==> src/pkg/epio_cfg.svh <==
// Purpose: constants of the eight-bit port
// Assumes: included by package and design files
// Notes: register offsets are word indexes
`ifndef EPIO_CFG_SVH
`define EPIO_CFG_SVH
`define EPIO_AW 18
`define EPIO_IDX_MODE 16'hffc9
`define EPIO_IDX_ODSEL 16'hffcb
`define EPIO_IDX_DATA 16'hffd5
`define EPIO_IDX_DIR 16'hffe5
`define EPIO_RST_MODE 8'hc0
`define EPIO_RST_ZERO 8'h00
`define EPIO_MODE_ONES 8'hc0
`define EPIO_DIR_READ 8'hff
`define EPIO_MB_INT0 3
`define EPIO_MB_SOPOF 2
`define EPIO_MB_UD 1
`define EPIO_MB_INT4 0
`define EPIO_PIN_UD 1
`define EPIO_PIN_INT4 0
`define EPIO_RESP_OKAY 2'h0
`define EPIO_RESP_DECERR 2'h3
`endif

==> src/pkg/epio_pkg.sv <==
// Purpose: types of the eight-bit port
// Assumes: epio_cfg.svh on the include path
// Notes: none
`include "epio_cfg.svh"
package epio_pkg;
	typedef struct packed {
		logic valid;
		logic [`EPIO_AW-1:0] addr;
		logic [7:0] data;
		logic strb0;
	} epio_wr_t;
	typedef struct packed {
		logic valid;
		logic [`EPIO_AW-1:0] addr;
	} epio_rd_t;
	typedef enum logic [5:0] {
		EPIO_PWR_ACTIVE = 6'h01,
		EPIO_PWR_SUBACTIVE = 6'h02,
		EPIO_PWR_SLEEP = 6'h04,
		EPIO_PWR_SUBSLEEP = 6'h08,
		EPIO_PWR_WATCH = 6'h10,
		EPIO_PWR_STANDBY = 6'h20
	} epio_pwr_t;
endpackage

==> src/verilog/epio_port.sv <==
// Purpose: eight-bit I/O port with pin multiplexing
// Assumes: pins are outside the clock domain
// Notes: registers reached over AXI4-Lite
`timescale 1ns/1ns
`default_nettype none
`include "epio_cfg.svh"

// Operation
// Output bits read back the latch
// Input bits read the pin level
// Direction one drives latch, zero inputs
// Alternate function overrides direction and latch
// Direction register reads all ones
// Reset clears registers, mode loads c0
// Mode bits seven, six read one
// Software writes zero to bits five, four
// Mode bit three routes interrupt zero
// Mode bit two selects serial buffer
// Mode bit one selects count input
// Reduced variant keeps bits two, one clear; code still stores and reads them, gating only their functions
// Mode bit zero selects interrupt four
// Trigger enable adds converter trigger role
// Software disables interrupt four for trigger
// Open-drain select per output pin
// Hi-Z in reset, standby; hold sleeping
// Open-drain one releases, zero pulls low
module epio_port #(
	parameter bit FULL_VARIANT = 1'b1
) (
	// Clock and reset
	input wire logic core_clk_i,
	input wire logic resetn_i,
	// AXI4-Lite write
	input wire logic [`EPIO_AW-1:0] s_axi_awaddr_i,
	input wire logic s_axi_awvalid_i,
	output logic s_axi_awready_o,
	input wire logic [31:0] s_axi_wdata_i,
	input wire logic [3:0] s_axi_wstrb_i,
	input wire logic s_axi_wvalid_i,
	output logic s_axi_wready_o,
	output logic [1:0] s_axi_bresp_o,
	output logic s_axi_bvalid_o,
	input wire logic s_axi_bready_i,
	// AXI4-Lite read
	input wire logic [`EPIO_AW-1:0] s_axi_araddr_i,
	input wire logic s_axi_arvalid_i,
	output logic s_axi_arready_o,
	output logic [31:0] s_axi_rdata_o,
	output logic [1:0] s_axi_rresp_o,
	output logic s_axi_rvalid_o,
	input wire logic s_axi_rready_i,
	// Port pins
	input wire logic [7:0] port_pin_i,
	output logic [7:0] port_pin_o,
	output logic [7:0] port_pin_oe_o,
	// Port 4 bit 3 pin
	input wire logic p4_3_pin_i,
	// Serial output pin
	output logic serial_out_pin_o,
	output logic serial_out_pin_oe_o,
	// Serial unit side
	input wire logic serial_data_i,
	input wire logic serial_drive_i,
	// System side
	input wire epio_pkg::epio_pwr_t power_mode_i,
	input wire logic adc_trigger_enable_i,
	// Alternate function inputs
	output logic p4_3_input_o,
	output logic ext_int0_o,
	output logic up_down_count_input_o,
	output logic ext_int4_o,
	output logic adc_external_trigger_o
);

	// ***************************************
	// Declarations
	// ***************************************

	epio_pkg::epio_wr_t wr;
	epio_pkg::epio_rd_t rd;
	logic [7:0] data_latch_ff;
	logic [7:0] dir_ff;
	logic [7:0] odsel_ff;
	logic [7:0] mode_ff;
	logic [8:0] sync_all;
	logic [7:0] pin_sync;
	logic p4_sync;
	logic wr_hit;
	logic rd_hit;
	logic [7:0] rd_data;
	logic ext_int0_select;
	logic serial_out_pmos_off;
	logic ud_sel;
	logic ext_int4_select;
	logic [7:0] alt_mask;
	logic [7:0] nxt_pin_oe;
	logic [7:0] nxt_pin_o;
	logic nxt_so_oe;
	logic pins_live;
	logic pins_hold;
	logic [7:0] pin_o_ff;
	logic [7:0] pin_oe_ff;
	logic so_o_ff;
	logic so_oe_ff;

	// ***************************************
	// Helpers
	// ***************************************

	function automatic logic [15:0] idx_of(input logic [`EPIO_AW-1:0] a);
		idx_of = a[`EPIO_AW-1:2];
	endfunction

	function automatic logic mapped(input logic [15:0] idx);
		mapped = (idx == `EPIO_IDX_MODE) || (idx == `EPIO_IDX_ODSEL) ||
			(idx == `EPIO_IDX_DATA) || (idx == `EPIO_IDX_DIR);
	endfunction

	// ***************************************
	// Bus front end and pin synchroniser
	// ***************************************

	epio_axil u_axil (
		.core_clk_i(core_clk_i),
		.resetn_i(resetn_i),
		.s_axi_awaddr_i(s_axi_awaddr_i),
		.s_axi_awvalid_i(s_axi_awvalid_i),
		.s_axi_awready_o(s_axi_awready_o),
		.s_axi_wdata_i(s_axi_wdata_i),
		.s_axi_wstrb_i(s_axi_wstrb_i),
		.s_axi_wvalid_i(s_axi_wvalid_i),
		.s_axi_wready_o(s_axi_wready_o),
		.s_axi_bresp_o(s_axi_bresp_o),
		.s_axi_bvalid_o(s_axi_bvalid_o),
		.s_axi_bready_i(s_axi_bready_i),
		.s_axi_araddr_i(s_axi_araddr_i),
		.s_axi_arvalid_i(s_axi_arvalid_i),
		.s_axi_arready_o(s_axi_arready_o),
		.s_axi_rdata_o(s_axi_rdata_o),
		.s_axi_rresp_o(s_axi_rresp_o),
		.s_axi_rvalid_o(s_axi_rvalid_o),
		.s_axi_rready_i(s_axi_rready_i),
		.wr_o(wr),
		.wr_hit_i(wr_hit),
		.rd_o(rd),
		.rd_hit_i(rd_hit),
		.rd_data_i(rd_data)
	);

	epio_sync2 #(.W(9)) u_sync (
		.core_clk_i(core_clk_i),
		.resetn_i(resetn_i),
		.async_i({p4_3_pin_i, port_pin_i}),
		.sync_o(sync_all)
	);

	assign pin_sync = sync_all[7:0];
	assign p4_sync = sync_all[8];

	// ***************************************
	// Registers
	// ***************************************

	assign wr_hit = mapped(idx_of(wr.addr));
	assign rd_hit = mapped(idx_of(rd.addr));

	always_ff @(posedge core_clk_i) begin
		if (!resetn_i) begin
			data_latch_ff <= `EPIO_RST_ZERO;
		end else if (wr.valid && wr.strb0 && idx_of(wr.addr) == `EPIO_IDX_DATA) begin
			data_latch_ff <= wr.data;
		end
	end

	always_ff @(posedge core_clk_i) begin
		if (!resetn_i) begin
			dir_ff <= `EPIO_RST_ZERO;
		end else if (wr.valid && wr.strb0 && idx_of(wr.addr) == `EPIO_IDX_DIR) begin
			dir_ff <= wr.data;
		end
	end

	always_ff @(posedge core_clk_i) begin
		if (!resetn_i) begin
			odsel_ff <= `EPIO_RST_ZERO;
		end else if (wr.valid && wr.strb0 && idx_of(wr.addr) == `EPIO_IDX_ODSEL) begin
			odsel_ff <= wr.data;
		end
	end

	// Top two bits forced so they never change
	always_ff @(posedge core_clk_i) begin
		if (!resetn_i) begin
			mode_ff <= `EPIO_RST_MODE;
		end else if (wr.valid && wr.strb0 && idx_of(wr.addr) == `EPIO_IDX_MODE) begin
			mode_ff <= wr.data | `EPIO_MODE_ONES;
		end
	end

	// Read mux; unmapped reads return zero
	always_comb begin
		rd_data = 8'h00;
		case (idx_of(rd.addr))
			`EPIO_IDX_DATA: rd_data = (dir_ff & data_latch_ff) | (~dir_ff & pin_sync);
			`EPIO_IDX_DIR: rd_data = `EPIO_DIR_READ;
			`EPIO_IDX_MODE: rd_data = mode_ff | `EPIO_MODE_ONES;
			`EPIO_IDX_ODSEL: rd_data = odsel_ff;
			default: rd_data = 8'h00;
		endcase
	end

	// ***************************************
	// Pin function selection
	// ***************************************

	assign ext_int0_select = mode_ff[`EPIO_MB_INT0];
	// Reduced part has no count input or buffer option
	assign serial_out_pmos_off = FULL_VARIANT && mode_ff[`EPIO_MB_SOPOF];
	assign ud_sel = FULL_VARIANT && mode_ff[`EPIO_MB_UD];
	assign ext_int4_select = mode_ff[`EPIO_MB_INT4];

	always_comb begin
		alt_mask = 8'hff;
		alt_mask[`EPIO_PIN_UD] = !ud_sel;
		alt_mask[`EPIO_PIN_INT4] = !ext_int4_select;
	end

	// Open drain never drives high, only releases
	assign nxt_pin_oe = dir_ff & alt_mask & ~(odsel_ff & data_latch_ff);
	assign nxt_pin_o = data_latch_ff & ~odsel_ff;
	assign nxt_so_oe = serial_drive_i && !(serial_out_pmos_off && serial_data_i);

	assign pins_live = power_mode_i == epio_pkg::EPIO_PWR_ACTIVE ||
		power_mode_i == epio_pkg::EPIO_PWR_SUBACTIVE;
	assign pins_hold = power_mode_i == epio_pkg::EPIO_PWR_SLEEP ||
		power_mode_i == epio_pkg::EPIO_PWR_SUBSLEEP ||
		power_mode_i == epio_pkg::EPIO_PWR_WATCH;

	// ***************************************
	// Pin drivers
	// ***************************************

	// Unknown mode codes float the pins as the safe case
	always_ff @(posedge core_clk_i) begin
		if (!resetn_i) begin
			pin_o_ff <= `EPIO_RST_ZERO;
			pin_oe_ff <= `EPIO_RST_ZERO;
		end else if (pins_live) begin
			pin_o_ff <= nxt_pin_o;
			pin_oe_ff <= nxt_pin_oe;
		end else if (!pins_hold) begin
			pin_oe_ff <= `EPIO_RST_ZERO;
		end
	end

	always_ff @(posedge core_clk_i) begin
		if (!resetn_i) begin
			so_o_ff <= 1'b0;
			so_oe_ff <= 1'b0;
		end else if (pins_live) begin
			so_o_ff <= serial_data_i;
			so_oe_ff <= nxt_so_oe;
		end else if (!pins_hold) begin
			so_oe_ff <= 1'b0;
		end
	end

	assign port_pin_o = pin_o_ff;
	assign port_pin_oe_o = pin_oe_ff;
	assign serial_out_pin_o = so_o_ff;
	assign serial_out_pin_oe_o = so_oe_ff;

	// ***************************************
	// Alternate function inputs
	// ***************************************

	always_ff @(posedge core_clk_i) begin
		if (!resetn_i) begin
			p4_3_input_o <= 1'b0;
			ext_int0_o <= 1'b0;
		end else begin
			p4_3_input_o <= !ext_int0_select && p4_sync;
			ext_int0_o <= ext_int0_select && p4_sync;
		end
	end

	// Interrupt masking is software's job when triggering
	always_ff @(posedge core_clk_i) begin
		if (!resetn_i) begin
			up_down_count_input_o <= 1'b0;
			ext_int4_o <= 1'b0;
			adc_external_trigger_o <= 1'b0;
		end else begin
			up_down_count_input_o <= ud_sel && pin_sync[`EPIO_PIN_UD];
			ext_int4_o <= ext_int4_select && pin_sync[`EPIO_PIN_INT4];
			adc_external_trigger_o <= ext_int4_select && adc_trigger_enable_i &&
				pin_sync[`EPIO_PIN_INT4];
		end
	end

	// ***************************************
	// Checks
	// ***************************************

	a_gpio_read_mux: assert property (
		@(posedge core_clk_i) disable iff (!resetn_i)
		rd.valid && idx_of(rd.addr) == `EPIO_IDX_DATA |=>
		s_axi_rdata_o[7:0] == $past((dir_ff & data_latch_ff) | (~dir_ff & pin_sync)))
		else $error("port read mixes latch and pins wrongly");

	a_dir_reads_ones: assert property (
		@(posedge core_clk_i) disable iff (!resetn_i)
		rd.valid && idx_of(rd.addr) == `EPIO_IDX_DIR |=>
		s_axi_rdata_o == {24'h000000, `EPIO_DIR_READ} && s_axi_rvalid_o)
		else $error("direction read not all ones");

	a_reset_values: assert property (
		@(posedge core_clk_i)
		!resetn_i |=> data_latch_ff == `EPIO_RST_ZERO && dir_ff == `EPIO_RST_ZERO &&
		odsel_ff == `EPIO_RST_ZERO && mode_ff == `EPIO_RST_MODE && port_pin_oe_o == '0)
		else $error("reset values wrong");

	a_mode_top_ones: assert property (
		@(posedge core_clk_i) disable iff (!resetn_i)
		(mode_ff & `EPIO_MODE_ONES) == `EPIO_MODE_ONES)
		else $error("mode top bits not one");

	a_gpio_drive: assert property (
		@(posedge core_clk_i) disable iff (!resetn_i)
		pins_live |=> port_pin_oe_o[7:2] ==
		$past(dir_ff[7:2] & ~(odsel_ff[7:2] & data_latch_ff[7:2])) &&
		port_pin_o[7:2] == $past(data_latch_ff[7:2] & ~odsel_ff[7:2]))
		else $error("gpio drive does not follow direction");

	a_ud_override: assert property (
		@(posedge core_clk_i) disable iff (!resetn_i)
		pins_live && ud_sel |=> !port_pin_oe_o[`EPIO_PIN_UD])
		else $error("count pin driven as output");

	a_int4_trigger: assert property (
		@(posedge core_clk_i) disable iff (!resetn_i)
		ext_int4_select && !adc_trigger_enable_i |=> !adc_external_trigger_o)
		else $error("trigger raised while disabled");

	a_int4_route: assert property (
		@(posedge core_clk_i) disable iff (!resetn_i)
		ext_int4_select ##1 ext_int4_select |->
		ext_int4_o == $past(pin_sync[`EPIO_PIN_INT4]) && !port_pin_oe_o[`EPIO_PIN_INT4])
		else $error("interrupt four pin misrouted");

	a_od_release: assert property (
		@(posedge core_clk_i) disable iff (!resetn_i)
		pins_live |=> (port_pin_oe_o & port_pin_o & $past(odsel_ff)) == 8'h00)
		else $error("open drain drives high");

	a_sleep_hold: assert property (
		@(posedge core_clk_i) disable iff (!resetn_i)
		pins_hold |=> $stable(port_pin_oe_o) && $stable(port_pin_o))
		else $error("pins changed in sleep");

	a_standby_hiz: assert property (
		@(posedge core_clk_i) disable iff (!resetn_i)
		power_mode_i == epio_pkg::EPIO_PWR_STANDBY |=>
		port_pin_oe_o == 8'h00 && !serial_out_pin_oe_o)
		else $error("pins driven in standby");

	a_int0_route: assert property (
		@(posedge core_clk_i) disable iff (!resetn_i)
		ext_int0_select |=> ext_int0_o == $past(p4_sync) && !p4_3_input_o)
		else $error("interrupt zero misrouted");

	a_so_pmos_off: assert property (
		@(posedge core_clk_i) disable iff (!resetn_i)
		pins_live && serial_out_pmos_off && serial_data_i |=> !serial_out_pin_oe_o)
		else $error("serial pin drives high with pmos off");

endmodule // epio_port
`default_nettype wire

==> src/verilog/epio_sync2.sv <==
// Purpose: two-flop synchroniser
// Assumes: one clock
// Notes: first stage feeds only the second
`timescale 1ns/1ns
`default_nettype none
module epio_sync2 #(
	parameter int W = 9
) (
	// Clock and reset
	input wire logic core_clk_i,
	input wire logic resetn_i,
	// Data
	input wire logic [W-1:0] async_i,
	output logic [W-1:0] sync_o
);
	logic [W-1:0] meta_ff;
	logic [W-1:0] sync_ff;

	always_ff @(posedge core_clk_i) begin
		if (!resetn_i) begin
			meta_ff <= '0;
			sync_ff <= '0;
		end else begin
			meta_ff <= async_i;
			sync_ff <= meta_ff;
		end
	end

	assign sync_o = sync_ff;
endmodule // epio_sync2
`default_nettype wire

==> src/verilog/epio_axil.sv <==
// Purpose: AXI4-Lite slave front end
// Assumes: one write and one read at a time
// Notes: write answers one edge after the request is complete, read at the edge that takes the address
`timescale 1ns/1ns
`default_nettype none
`include "epio_cfg.svh"
module epio_axil (
	// Clock and reset
	input wire logic core_clk_i,
	input wire logic resetn_i,
	// Write channels
	input wire logic [`EPIO_AW-1:0] s_axi_awaddr_i,
	input wire logic s_axi_awvalid_i,
	output logic s_axi_awready_o,
	input wire logic [31:0] s_axi_wdata_i,
	input wire logic [3:0] s_axi_wstrb_i,
	input wire logic s_axi_wvalid_i,
	output logic s_axi_wready_o,
	output logic [1:0] s_axi_bresp_o,
	output logic s_axi_bvalid_o,
	input wire logic s_axi_bready_i,
	// Read channels
	input wire logic [`EPIO_AW-1:0] s_axi_araddr_i,
	input wire logic s_axi_arvalid_i,
	output logic s_axi_arready_o,
	output logic [31:0] s_axi_rdata_o,
	output logic [1:0] s_axi_rresp_o,
	output logic s_axi_rvalid_o,
	input wire logic s_axi_rready_i,
	// Register side
	output epio_pkg::epio_wr_t wr_o,
	input wire logic wr_hit_i,
	output epio_pkg::epio_rd_t rd_o,
	input wire logic rd_hit_i,
	input wire logic [7:0] rd_data_i
);
	logic aw_held_ff, w_held_ff, bvalid_ff, rvalid_ff;
	logic [`EPIO_AW-1:0] aw_addr_ff;
	logic [7:0] w_data_ff;
	logic w_strb_ff;
	logic [1:0] bresp_ff, rresp_ff;
	logic [31:0] rdata_ff;
	logic do_write;

	assign s_axi_awready_o = !aw_held_ff && !bvalid_ff;
	assign s_axi_wready_o = !w_held_ff && !bvalid_ff;
	assign s_axi_arready_o = !rvalid_ff;
	assign do_write = aw_held_ff && w_held_ff && !bvalid_ff;
	assign wr_o = '{valid: do_write, addr: aw_addr_ff, data: w_data_ff, strb0: w_strb_ff};
	assign rd_o = '{valid: s_axi_arvalid_i && !rvalid_ff, addr: s_axi_araddr_i};

	always_ff @(posedge core_clk_i) begin
		if (!resetn_i) begin
			aw_held_ff <= 1'b0;
			aw_addr_ff <= '0;
		end else if (s_axi_awvalid_i && s_axi_awready_o) begin
			aw_held_ff <= 1'b1;
			aw_addr_ff <= s_axi_awaddr_i;
		end else if (do_write) begin
			aw_held_ff <= 1'b0;
		end
	end

	always_ff @(posedge core_clk_i) begin
		if (!resetn_i) begin
			w_held_ff <= 1'b0;
			w_data_ff <= '0;
			w_strb_ff <= 1'b0;
		end else if (s_axi_wvalid_i && s_axi_wready_o) begin
			w_held_ff <= 1'b1;
			w_data_ff <= s_axi_wdata_i[7:0];
			w_strb_ff <= s_axi_wstrb_i[0];
		end else if (do_write) begin
			w_held_ff <= 1'b0;
		end
	end

	always_ff @(posedge core_clk_i) begin
		if (!resetn_i) begin
			bvalid_ff <= 1'b0;
			bresp_ff <= `EPIO_RESP_OKAY;
		end else if (do_write) begin
			bvalid_ff <= 1'b1;
			bresp_ff <= wr_hit_i ? `EPIO_RESP_OKAY : `EPIO_RESP_DECERR;
		end else if (s_axi_bready_i) begin
			bvalid_ff <= 1'b0;
		end
	end

	always_ff @(posedge core_clk_i) begin
		if (!resetn_i) begin
			rvalid_ff <= 1'b0;
			rresp_ff <= `EPIO_RESP_OKAY;
			rdata_ff <= '0;
		end else if (rd_o.valid) begin
			rvalid_ff <= 1'b1;
			rresp_ff <= rd_hit_i ? `EPIO_RESP_OKAY : `EPIO_RESP_DECERR;
			rdata_ff <= {24'h000000, rd_data_i};
		end else if (s_axi_rready_i) begin
			rvalid_ff <= 1'b0;
		end
	end

	assign s_axi_bvalid_o = bvalid_ff;
	assign s_axi_bresp_o = bresp_ff;
	assign s_axi_rvalid_o = rvalid_ff;
	assign s_axi_rresp_o = rresp_ff;
	assign s_axi_rdata_o = rdata_ff;
endmodule // epio_axil
`default_nettype wire

==> config.mk <==
export PLATFORM = sky130hd
export DESIGN_NAME = epio_port
export DESIGN_NICKNAME = d
export VERILOG_FILES = /design/src/pkg/epio_pkg.sv /design/src/verilog/epio_port.sv /design/src/verilog/epio_sync2.sv /design/src/verilog/epio_axil.sv
export VERILOG_INCLUDE_DIRS = /design/src /design/src/pkg
export SDC_FILE = /design/constraint.sdc
export NUM_CORES = 1
export LEC_CHECK = 0
export ABC_AREA = 1
export BUFFER_PORTS_ARGS = -buffer_cell sky130_fd_sc_hd__buf_2
export CAP_MARGIN = 10
export CORE_MARGIN = 3
export CORE_UTILIZATION = 54
export CTS_BUF_LIST = sky130_fd_sc_hd__clkbuf_4
export CTS_CLUSTER_DIAMETER = 80
export CTS_CLUSTER_SIZE = 10
export DETAILED_ROUTE_END_ITERATION = 12
export PLACE_DENSITY = 0.85
export SLEW_MARGIN = 10
export SYNTH_ARGS = -nofsm -noshare
export SYNTH_HDL_FRONTEND = slang
export SYNTH_HIERARCHICAL = 1
export SYNTH_SLANG_ARGS = --single-unit
==> constraint.sdc <==
create_clock -name core_clk_i -period 1.9 [get_ports core_clk_i]
set_input_delay 0.19 -clock core_clk_i [delete_from_list [all_inputs] [get_ports core_clk_i]]
set_output_delay 0.19 -clock core_clk_i [all_outputs]
set_load 0.01 [all_outputs]
# Word-level counts from Yosys, hierarchy flattened
# Index checks and enable logic that the tools add are counted.
# word_totals
regBits,114
input_bits,97
# op_classes
bitwise_logic,10
n_eq_ne,14
muxes,14
reduce_logical,41
# op_table
op,n
"16-bit equality test, second input constant",8
8-bit AND,6
8-bit one-hot mux with 4 select lines,1
8-bit inverter,3
1-bit logical AND,20
8-bit two-way mux,2
1-bit logical OR,9
1-bit two-way mux,9
1-bit logical NOT,8
8-bit OR,1
2-bit nonzero test,4
"6-bit by 1-bit equality test with 1-bit output, second input constant",1
"6-bit by 2-bit equality test with 1-bit output, second input constant",1
"6-bit by 3-bit equality test with 1-bit output, second input constant",1
"6-bit by 4-bit equality test with 1-bit output, second input constant",1
"6-bit by 5-bit equality test with 1-bit output, second input constant",1
2-bit two-way mux,2
"2-bit inequality test, second input constant",1

# Longest topological paths before layout
# Gate-level depths: netlist (run 1).
# depth
ltp_word,5
ltp_mapped,12

# Modules after synthesis
# The synthesis (run 1) kept the hierarchy.
# by_module_without_submodules
module,n_inst,area_each_um2,cells_per_inst,seq_area_each_um2
epio_port,1,3088.0,443,1061.0
epio_axil,1,2080.7,295,820.8
epio_sync2,1,529.3,56,360.3

# Least setup slack after synthesis (run 1)
# Ideal clock, no wire load.
# synth_timing
kind,register -> register
startpoint,register u_axil.aw_held_ff
endpoint,register data_latch_ff[0]
period_less_slack_ns,1.465
arrival_ns,1.350
t_required_ns,1.785
setup_time_ns,0.115
stages_incl_launch_ff,10
path_slack_ns,0.435
cell_sequence,dfxtp_1 nand2_1 nor2_1 buf_4 nand2_1 inv_2 buf_1 nand3_1 nand2_1 nor2_1
# synth_between
elab_chain_cells,4
# synth_lines
item,line_no,source
start: declaration,epio_axil.sv:37,"logic aw_held_ff, w_held_ff, bvalid_ff, rvalid_ff;"
start signal: assignment,epio_axil.sv:54,aw_held_ff <= 1'b0;
start signal: assignment,epio_axil.sv:57,aw_held_ff <= 1'b1;
start signal: assignment,epio_axil.sv:60,aw_held_ff <= 1'b0;
1-bit logical AND (2 in series),epio_axil.sv:48,assign do_write = aw_held_ff && w_held_ff && !bvalid_ff;
named net u_axil.do_write,epio_axil.sv:43,logic do_write;
1-bit logical AND,epio_port.sv:170,end else if (wr.valid && wr.strb0 && idx_of(wr.addr) == `EPIO_IDX_DATA) begin
1-bit logical AND (no source line),-,
end signal: assignment,epio_port.sv:169,data_latch_ff <= `EPIO_RST_ZERO;
end signal: assignment,epio_port.sv:171,data_latch_ff <= wr.data;
end: declaration,epio_port.sv:81,logic [7:0] data_latch_ff;
# The timed path passes the listed nets, and every way through them passes these cells.
# A chain may end at the register's enable or synchronous reset.

# Final worst setup path (run 1)
# layout_timing
startpoint,"register u_axil.bvalid_ff, in the netlist u_axil/s_axi_bvalid_o"
endpoint,output port s_axi_awready_o
# layout_between
elab_chain_cells,2
# layout_lines
item,line_no,source
start: declaration,epio_axil.sv:37,
start signal: assignment,epio_axil.sv:80,bvalid_ff <= 1'b0;
start signal: assignment,epio_axil.sv:83,bvalid_ff <= 1'b1;
start signal: assignment,epio_axil.sv:86,bvalid_ff <= 1'b0;
1-bit logical NOT,epio_axil.sv:45,assign s_axi_awready_o = !aw_held_ff && !bvalid_ff;
1-bit logical AND,epio_axil.sv:45,
end: declaration,epio_port.sv:36,"output logic s_axi_awready_o,"
# No other way between the ends.

==> metrics.md, run 1 <==
| Metric | Value |
|---|---|
| Root Driver | clkbuf_4 |
| Deepest clock path buffer count | 2 |
| Final setup fails | 0 |
| Maximum vdd drop | 0.417 mV |
| Placeable Area | 9910 µm² |
| HP Class | primary input to flip-flop |
| Via Count | 4,863 |
| Fmax | 0.599 GHz |
| CTS Sinks | 110 |
| Hold worst-path end | u_axil/s_axi_rvalid_o$_SDFFE_PN0P_ |
| Crit Path Category | flip-flop to primary output |
| Residual DRC | 0 |
| Initial Utilization | 0.565 |
| WHS Path Cells | 3 |
| Clock-pin transition on the worst setup and hold timing paths | 0.18 ns |
| Total power | 4.27 mW |
| Inst Count DP | 971 |
| CP max-delay cell | dfxtp_1 |
| Vias per cell | 4.84 |
| Cell Rows | 36 |
| Initial DRT Pass Iterations | 4 |
| Slowest stage delay, CP | 0.40 ns |
| Data arrival time of the critical path | 1.48 ns |
| Dpl hpwl | 8250 µm |
| Vias in the first global route | 4,058 |
| Final min period | 1.67 ns |
| PD cells | 686 nW/µm² |
| Final instance area | 6230 µm² |
| RSZ-0062 raised after global routing | no |
| Post-CTS setup buffer count | 0 |
| P_sw | 1.20 mW |
| Final Hold Vio Count | 0 |
| R2R Path Start | u_axil/aw_held_ff$_SDFFE_PN0P_ |
| Layout cells sized above 1 | 0.222 |
| Clock power share | 0.291 |
| Setup tns final | 0 ns |
| Worst-path cell chain | nor2_2 -> buf_4 -> buf_2 |
| Post-DP Area | 5900 µm² |
| Clock Latency Late Sink | 0.46 ns |
| Worst endpoint required time | 1.71 ns |
| Slew @ Worst Pin | 0.547 ns |
| H-tree depth | 3 |
| Syn_area_per_cell | 7.18 µm² |
| Die outline height | 108 µm |
| CTS Hold Buffers Added | 17 |
| Ant. Diodes | 0 |
| Comb power frac | 0.133 |
| Largest net degree at the start of global routing | 84 |
| IO Count | 161 |
| Filler Cells Inserted | 934 |
| Crit path max-delay family | buffers and inverters |
| Initial antenna violation count | 0 |
| Post-Layout Cell Count | 1,004 |
| P_int | 3.07 mW |
| Final GP Congestion | 0.869 |
| Initial DRC count | 282 |
| Max-cap violations | 0 |
| Crit. End Element | primary output |
| TritonCTS clock tree | yes |
| Status | completed |
| Flop pwr share | 0.576 |
| R2R depth | 8 |
| Hold Crit Start | s_axi_rready_i |
| Die area | 11,600 µm² |
| Worst hold slack | 0.0198 ns |
| Inserted Clock Buffers | 9 |
| Area added between synthesis and finish | 11.2% |
| Cell count after synthesis | 780 |
| Reg2Reg Setup Slack | 0.40 ns |
| Reg2reg end | mode_ff[1]$_SDFFE_PN0P_ |
| Leakage power | 3.07 nW |
| Overflow after GRT | 0 |
| Average wire per standard cell | 11.5 µm |
| CP bufs+invs | 2 |
| CP Launch Type | flip-flop |
| PnR worst setup slack | 0.230 ns |
| Netlist Area Pre-Place | 5600 µm² |
| Switching share of power | 0.281 |
| Post-CTS Resized | 0 |
| Post-Route Utilization | 0.628 |
| Max-slew violations | 0 |
| Final Skew | 0.0225 ns |
| Nets | 963 |
| Post-Route WL | 11,500 µm |
| Die X | 108 µm |
| Slew margin rel. | 0.636 |
| DP Worst Slack | 0.460 ns |
| Routed Antenna Nets | 0 |
| First-pass GRT wire length | 18,600 µm |
| Synth warnings | 6 |
| Total Routing Usage GR | 0.197 |
| Period utilization | 0.879 |
| Peak fanout along the critical path | 34 |
| PortBufs | 105 |
-- power groups by stage --
| stage | combinational (mW) | sequential (mW) | clock [mW] |
|---|---|---|---|
| 3_3_place_gp | 0.534 | 2.50 | 0 |
| 2_1_floorplan | 0.458 | 2.51 | 0 |
| 5_1_grt | 0.648 | 2.47 | 1.36 |
| 6_report | 0.569 | 2.46 | 1.24 |
| 3_5_place_dp | 0.543 | 2.51 | 0 |
| 4_1_cts | 0.571 | 2.46 | 1.27 |
-- routing by layer --
layer | up-vias | part of all wire | track usage
met1 | 2149 | 0.44 | 0.253
met2 | 153 | 0.49 | 0.344
met5 | - | 0 | 0
li1 | 2549 | - | -
met3 | 12 | 0.059 | 0.0384
met4 | 0 | 0.011 | 0.0424
-- tightest hold or removal path: stages --
cell and delay, ns:
buf_2 0.08, nor2_1 0.04, o21a_1 0.15
-- how the worst max path moves through the flow --
stage / startpoint / to / slack [ns] / depth (start not counted)
2_1_floorplan: u_axil/aw_held_ff$_SDFFE_PN0P_ / data_latch_ff[0]$_SDFFE_PN0P_ / 0.43 / 9
3_3_place_gp: u_axil/aw_held_ff$_SDFFE_PN0P_ / mode_ff[3]$_SDFFE_PN0P_ / 0.45 / 8
3_5_place_dp: u_axil/aw_held_ff$_SDFFE_PN0P_ / dir_ff[0]$_SDFFE_PN0P_ / 0.46 / 8
4_1_cts: u_axil/s_axi_bvalid_o$_SDFFE_PN0P_ / s_axi_awready_o / 0.20 / 3
5_1_grt: u_axil/s_axi_bvalid_o$_SDFFE_PN0P_ / s_axi_awready_o / 0.11 / 3
6_report: u_axil/s_axi_bvalid_o$_SDFFE_PN0P_ / s_axi_awready_o / 0.23 / 3
-- placed cells by master, fill, tap and decap left out, drive strengths merged --
master	n
buf	111
bufinv	1
clkinvlp	1
o21ai	29
nor3b	1
nand4	5
mux2	6
inv	105
nor2	129
nand2	154
a21oi	67
dfxtp	110
and2	1
nand3	89
o21a	1
clkbuf	10
xnor2	1
dlygate4sd3	17
clkinv	1
nor3	8
conb	24
-- sequential cells by signal (all words and copies together) (netlist names), 6 cells and up --
signal / cells
data_latch_ff: 8
dir_ff: 8
mode_ff: 6
odsel_ff: 8
port_pin_o: 8
port_pin_oe_o: 8
u_axil/aw_addr_ff: 16
u_axil/s_axi_rdata_o: 8
u_axil/w_data_ff: 8
u_sync/meta_ff: 9
u_sync/sync_o: 9
-- area by class of cell --
cell class                 instances  area [µm²]  area share
timing repair buffer             128         766       0.123
inverter                         102         383      0.0615
tap                              133         166      0.0267
clock buffer                      10        75.1      0.0121
multi-input combinational        515        2560       0.411
sequential                       110        2200       0.354
clock inverter                     6        77.6      0.0125
No activity file was read; power rests on OpenSTA's default activity.
==> run 2, diff against run 1 <==
==> constraint.sdc (replaced) <==
create_clock -name core_clk_i -period 1.9 [get_ports core_clk_i]
set_input_delay 0.475 -clock core_clk_i [delete_from_list [all_inputs] [get_ports core_clk_i]]
set_output_delay 0.475 -clock core_clk_i [all_outputs]
set_load 0.01 [all_outputs]
==> metrics.md, run 2 (synthesis gave the netlist of run 1 again) <==
| Metric | Value |
|---|---|
| Die X | 108 µm (unchanged) |
| Commonest non-fill, non-tap cells in the layout | 144 x nand2_1, 111 x nor2_1, 110 x dfxtp_1, 105 x buf_2, 94 x inv_1 (unchanged) |
| Max-cap violations | 0 (unchanged) |
| PD cells | 685 nW/µm² (was 686 nW/µm²) |
| Largest net degree at the start of global routing | 61 (was 84) |
| Period utilization | 0.907 (was 0.879) |
| Commonest non-fill, non-tap cell in the layout | nand2_1 (unchanged) |
| R2R depth | 8 (unchanged) |
| Die area | 11,600 µm² (unchanged) |
| Final Hold Vio Count | 0 (unchanged) |
| RSZ-0062 raised after global routing | no (unchanged) |
| Status | completed (unchanged) |
| Clock-pin transition on the worst setup and hold timing paths | 0.19 ns (was 0.18 ns) |
| Die outline height | 108 µm (unchanged) |
| Crit. End Element | primary output (unchanged) |
| CTS Sinks | 110 (unchanged) |
| Root Driver | clkbuf_4 (unchanged) |
| Most flops, register | u_axil/aw_addr_ff (unchanged) |
| WHS Path Cells | 3 (unchanged) |
| Layout cells sized above 1 | 0.229 (was 0.222) |
| Maximum vdd drop | 0.494 mV (was 0.417 mV) |
| Data arrival time of the critical path | 1.25 ns (was 1.48 ns) |
| TritonCTS clock tree | yes (unchanged) |
| Leakage power | 3.01 nW (was 3.07 nW) |
| Clock power share | 0.278 (was 0.291) |
| Final setup fails | 0 (unchanged) |
| Initial DRC count | 243 (was 282) |
| Dpl hpwl | 8370 µm (was 8250 µm) |
| P_int | 2.92 mW (was 3.07 mW) |
| Vias per cell | 4.79 (was 4.84) |
| Residual DRC | 0 (unchanged) |
| Switching share of power | 0.298 (was 0.281) |
| IO Count | 161 (unchanged) |
| Area added between synthesis and finish | 8.49% (was 11.2%) |
| Crit Path Category | flip-flop to primary output (unchanged) |
| Peak fanout along the critical path | 9 (was 34) |
| Max-slew violations | 0 (unchanged) |
| Comb power frac | 0.131 (was 0.133) |
| Final Skew | 0.0258 ns (was 0.0225 ns) |
| Inserted Clock Buffers | 9 (unchanged) |
| Multi-input gate area | 2560 µm² (about the same) |
| Via Count | 4,739 (was 4,863) |
| Total Routing Usage GR | 0.192 (was 0.197) |
| Largest register FFs | 16 (unchanged) |
| Initial antenna violation count | 0 (unchanged) |
| Fmax | 0.580 GHz (was 0.599 GHz) |
| HP Class | primary input to flip-flop (unchanged) |
| Overflow after GRT | 0 (unchanged) |
| Routed Antenna Nets | 0 (unchanged) |
| Final min period | 1.72 ns (was 1.67 ns) |
| Register area | 2200 µm² (unchanged) |
| Inst Count DP | 974 (was 971) |
| Post-Layout Cell Count | 990 (was 1,004) |
| Cell Rows | 36 (unchanged) |
| H-tree depth | 3 (unchanged) |
| Filler Cells Inserted | 949 (was 934) |
| Ant. Diodes | 0 (unchanged) |
| Worst endpoint required time | 1.42 ns (was 1.71 ns) |
| Post-Route WL | 11,200 µm (was 11,500 µm) |
| Vias in the first global route | 4,029 (was 4,058) |
| Setup tns final | 0 ns (unchanged) |
| Slew margin rel. | 0.647 (was 0.636) |
| Average wire per standard cell | 11.3 µm (was 11.5 µm) |
| CP Launch Type | flip-flop (unchanged) |
| Deepest clock path buffer count | 2 (unchanged) |
| First-pass GRT wire length | 18,300 µm (was 18,600 µm) |
| Clock Latency Late Sink | 0.46 ns (about the same) |
| Slew @ Worst Pin | 0.530 ns (was 0.547 ns) |
| Placeable Area | 9910 µm² (unchanged) |
| PortBufs | 105 (unchanged) |
| Initial DRT Pass Iterations | 5 (was 4) |
| Nets | 949 (was 963) |
| P_sw | 1.24 mW (was 1.20 mW) |
| Initial Utilization | 0.565 (unchanged) |
| CTS Hold Buffers Added | 0 (was 17) |
| Flop pwr share | 0.591 (was 0.576) |
| Final GP Congestion | 0.876 (was 0.869) |
[run 2: power by group through the flow]
stage                     Clock, mW  Combinational (mW)  Sequential [mW]
after detailed placement          0               0.547             2.51
final                          1.16               0.546             2.46
after global routing           1.26               0.625             2.48
after floorplan                   0               0.458             2.51
after CTS                      1.18               0.548             2.46
after global placement            0               0.539             2.51
[run 2: metal layers]
metal | vias to the layer above | global-route usage | routed length [µm]
met4 | 0 | 0.0505 | 121
met5 | - | 0 | 0
met1 | 2064 | 0.257 | 4960
li1 | 2521 | - | -
met3 | 10 | 0.0240 | 661
met2 | 144 | 0.327 | 5460
[run 2: timing repair]
| item | 4_1_cts | 5_1_grt |
|---|---|---|
| gates resized for setup | 0 | 1 |
| setup buffers | 0 | 0 |
| endpoints found under the setup margin | 0 | 1 |
[run 2: through the flow]
| stage | area [µm²] | total power, mW | util | setup WS [ns] | hold slack [ns] |
|---|---|---|---|---|---|
| floorplan | 5690 | 2.97 | - | 0.396 | 0.390 |
| global placement | 5930 | 3.05 | 0.598 | 0.246 | 0.393 |
| detailed placement | 5930 | 3.06 | 0.598 | 0.191 | 0.400 |
| CTS | 6070 | 4.18 | 0.613 | 0.0495 | 0.161 |
| global route | 6080 | 4.36 | 0.613 | 0.0831 | 0.161 |
| finish | 6080 | 4.16 | 0.613 | 0.177 | 0.175 |
[run 2: path summary, 6_finish.rpt]
path	start	to	slack [ns]
hold reg to reg	u_sync/meta_ff[3]$_SDFF_PN0_	u_sync/sync_o[3]$_SDFF_PN0_	0.41
hold / removal	p4_3_pin_i	u_sync/meta_ff[8]$_SDFF_PN0_	0.17
setup reg to reg	u_axil/aw_held_ff$_SDFFE_PN0P_	mode_ff[1]$_SDFFE_PN0P_	0.28
setup / recovery	u_axil/s_axi_bvalid_o$_SDFFE_PN0P_	s_axi_awready_o	0.18
[run 2: final cells by class]
class                      count  share of cell area
clock inverter                 7              0.0126
inverter                     102              0.0630
timing repair buffer         114               0.102
sequential                   110               0.362
multi-input combinational    515               0.422
clock buffer                   9              0.0111
tap                          133              0.0274
[run 2: critical path, stage by stage, from the launching register on]
cell and delay, ns:
dfxtp_1 0.41, nor2_4 0.22, buf_2 0.17
==> run 3, diff against run 2 <==
--- a/config.mk
+++ b/config.mk
@@ -10,12 +10,12 @@
 export BUFFER_PORTS_ARGS = -buffer_cell sky130_fd_sc_hd__buf_2
 export CAP_MARGIN = 10
 export CORE_MARGIN = 3
-export CORE_UTILIZATION = 54
+export CORE_UTILIZATION = 55
 export CTS_BUF_LIST = sky130_fd_sc_hd__clkbuf_4
 export CTS_CLUSTER_DIAMETER = 80
 export CTS_CLUSTER_SIZE = 10
 export DETAILED_ROUTE_END_ITERATION = 12
-export PLACE_DENSITY = 0.85
+export PLACE_DENSITY = 0.87
 export SLEW_MARGIN = 10
 export SYNTH_ARGS = -nofsm -noshare
 export SYNTH_HDL_FRONTEND = slang
==> constraint.sdc (replaced) <==
create_clock -name core_clk_i -period 1.99 [get_ports core_clk_i]
set_input_delay 0.4975 -clock core_clk_i [delete_from_list [all_inputs] [get_ports core_clk_i]]
set_output_delay 0.4975 -clock core_clk_i [all_outputs]
set_load 0.01 [all_outputs]
==> metrics.md, run 3 (synthesis gave the netlist of run 1 again) <==
| Metric | Value |
|---|---|
| H-tree depth | 3 (unchanged) |
| Deepest clock path buffer count | 2 (unchanged) |
| HP Class | primary input to flip-flop (unchanged) |
| Layout cells sized above 1 | 0.229 (unchanged) |
| Commonest non-fill, non-tap cells in the layout | 144 x nand2_1, 111 x nor2_1, 110 x dfxtp_1, 105 x buf_2, 94 x inv_1 (unchanged) |
| Leakage power | 3.02 nW (was 3.01 nW) |
| Max-cap violations | 0 (unchanged) |
| Overflow after GRT | 0 (unchanged) |
| Largest net degree at the start of global routing | 86 (was 61) |
| Largest register FFs | 16 (unchanged) |
| Final setup fails | 0 (unchanged) |
| Cell Rows | 36 (unchanged) |
| Dpl hpwl | 8280 µm (was 8370 µm) |
| Initial antenna violation count | 0 (unchanged) |
| Ant. Diodes | 0 (unchanged) |
| Final GP Congestion | 0.900 (was 0.876) |
| Final min period | 1.89 ns |
| Hold Crit Start | port_pin_i[4] (was p4_3_pin_i) |
| PD cells | 662 nW/µm² (was 685 nW/µm²) |
| CTS Sinks | 110 (unchanged) |
| Status | completed (unchanged) |
| Nets | 949 (unchanged) |
| Clock Latency Late Sink | 0.46 ns (about the same) |
| Die X | 107 µm (was 108 µm) |
| Peak fanout along the critical path | 9 (unchanged) |
| RSZ-0062 raised after global routing | no (unchanged) |
| Placeable Area | 9820 µm² (was 9910 µm²) |
| Initial Utilization | 0.570 (was 0.565) |
| CP Launch Type | flip-flop (unchanged) |
| CTS Hold Buffers Added | 0 (unchanged) |
| Period utilization | 0.947 |
| Root Driver | clkbuf_4 (unchanged) |
| PortBufs | 105 (unchanged) |
| Register area | 2200 µm² (unchanged) |
| Residual DRC | 0 (unchanged) |
| Crit. End Element | primary output (unchanged) |
| Maximum vdd drop | 0.310 mV (was 0.494 mV) |
| TritonCTS clock tree | yes (unchanged) |
| Post-Route WL | 11,500 µm (was 11,200 µm) |
| Die outline height | 107 µm (was 108 µm) |
| Max-slew violations | 0 (unchanged) |
| Multi-input gate area | 2560 µm² (about the same) |
| Final Skew | 0.0265 ns (was 0.0258 ns) |
| Die area | 11,400 µm² (was 11,600 µm²) |
| Final instance area | 6080 µm² (about the same) |
| Worst hold slack | 0.227 ns (was 0.175 ns) |
| Initial DRC count | 359 (was 243) |
| IO Count | 161 (unchanged) |
| WHS Path Cells | 3 (unchanged) |
| Routed Antenna Nets | 0 (unchanged) |
| Filler Cells Inserted | 948 (was 949) |
| Area added between synthesis and finish | 8.51% (was 8.49%) |
| Worst setup path start | u_axil/s_axi_bvalid_o$_SDFFE_PN0P_ (unchanged) |
| R2R Path Start | u_axil/aw_held_ff$_SDFFE_PN0P_ (unchanged) |
| Data arrival time of the critical path | 1.39 ns (was 1.25 ns) |
| Setup tns final | 0 ns (unchanged) |
| Via Count | 4,807 (was 4,739) |
| Vias per cell | 4.86 (was 4.79) |
| Average wire per standard cell | 11.6 µm (was 11.3 µm) |
| Initial DRT Pass Iterations | 5 (unchanged) |
| Post-CTS setup buffer count | 0 (unchanged) |
| Vias in the first global route | 4,084 (was 4,029) |
| Post-CTS Resized | 0 (unchanged) |
| Total power | 4.02 mW (was 4.16 mW) |
| First-pass GRT wire length | 18,600 µm (was 18,300 µm) |
| Clock-pin transition on the worst setup and hold timing paths | 0.18 ns (was 0.19 ns) |
| R2R depth | 8 (unchanged) |
| Slew margin rel. | 0.646 (was 0.647) |
| Slew @ Worst Pin | 0.531 ns (was 0.530 ns) |
| Most flops, register | u_axil/aw_addr_ff (unchanged) |
| Worst endpoint required time | 1.49 ns (was 1.42 ns) |
| Post-DP Area | 5930 µm² (unchanged) |
| Final Hold Vio Count | 0 (unchanged) |
| Commonest non-fill, non-tap cell in the layout | nand2_1 (unchanged) |
| Crit Path Category | flip-flop to primary output (unchanged) |
| Total Routing Usage GR | 0.201 (was 0.192) |
| Inserted Clock Buffers | 9 (unchanged) |
| Fmax | 0.530 GHz |
[run 3: cell types whose count changed in the layout (fill, tap and decap cells not counted)]
cell | before | now
inv_6 | 1 | 2
bufinv_16 | 0 | 1
clkbuf_4 | 9 | 10
clkinv_4 | 0 | 1
clkinv_8 | 2 | 0
nor2_4 | 8 | 7
inv_8 | 2 | 1
nor2_2 | 6 | 7
clkinv_2 | 1 | 0
[run 3: power by group]
part | total [mW] | internal, mW | switching [mW]
clock | 1.15 | 0.419 | 0.736
combinational | 0.517 | 0.196 | 0.321
sequential | 2.35 | 2.29 | 0.0547
[run 3: per-layer routing]
layer,part of all wire,vias up,GRT usage
met4,0.018,0,0.0658
met5,0,-,0
met1,0.45,2103,0.274
li1,-,2523,-
met2,0.46,162,0.324
met3,0.076,19,0.0355
[run 3: critical path: stages, from the launching register on]
cell     delay, ns
dfxtp_1       0.40
nor2_2        0.33
buf_2         0.20
[run 3: final cells by class]
type | count | area share
Clock buffer | 10 | 0.0124
Clock inverter | 6 | 0.0124
Inverter | 102 | 0.0630
Multi-Input combinational cell | 515 | 0.421
Sequential cell | 110 | 0.362
Tap cell | 133 | 0.0274
Timing Repair Buffer | 114 | 0.102
[run 3: worst paths after layout]
check / to / slack (ns)
max: s_axi_awready_o / 0.10
max reg2reg: data_latch_ff[7]$_SDFFE_PN0P_ / 0.37
min reg2reg: u_sync/sync_o[2]$_SDFF_PN0_ / 0.40
min: u_sync/meta_ff[4]$_SDFF_PN0_ / 0.23
[run 3: stage by stage]
| stage | utilization | cells | worst slack, ns |
|---|---|---|---|
| after detailed placement | 0.604 | 974 | 0.272 |
| final | 0.619 | 990 | 0.105 |
| after floorplan | - | 803 | 0.464 |
| after global placement | 0.604 | 974 | 0.314 |
| after CTS | 0.619 | 990 | 0.0813 |
| after global routing | 0.619 | 990 | 0.0144 |
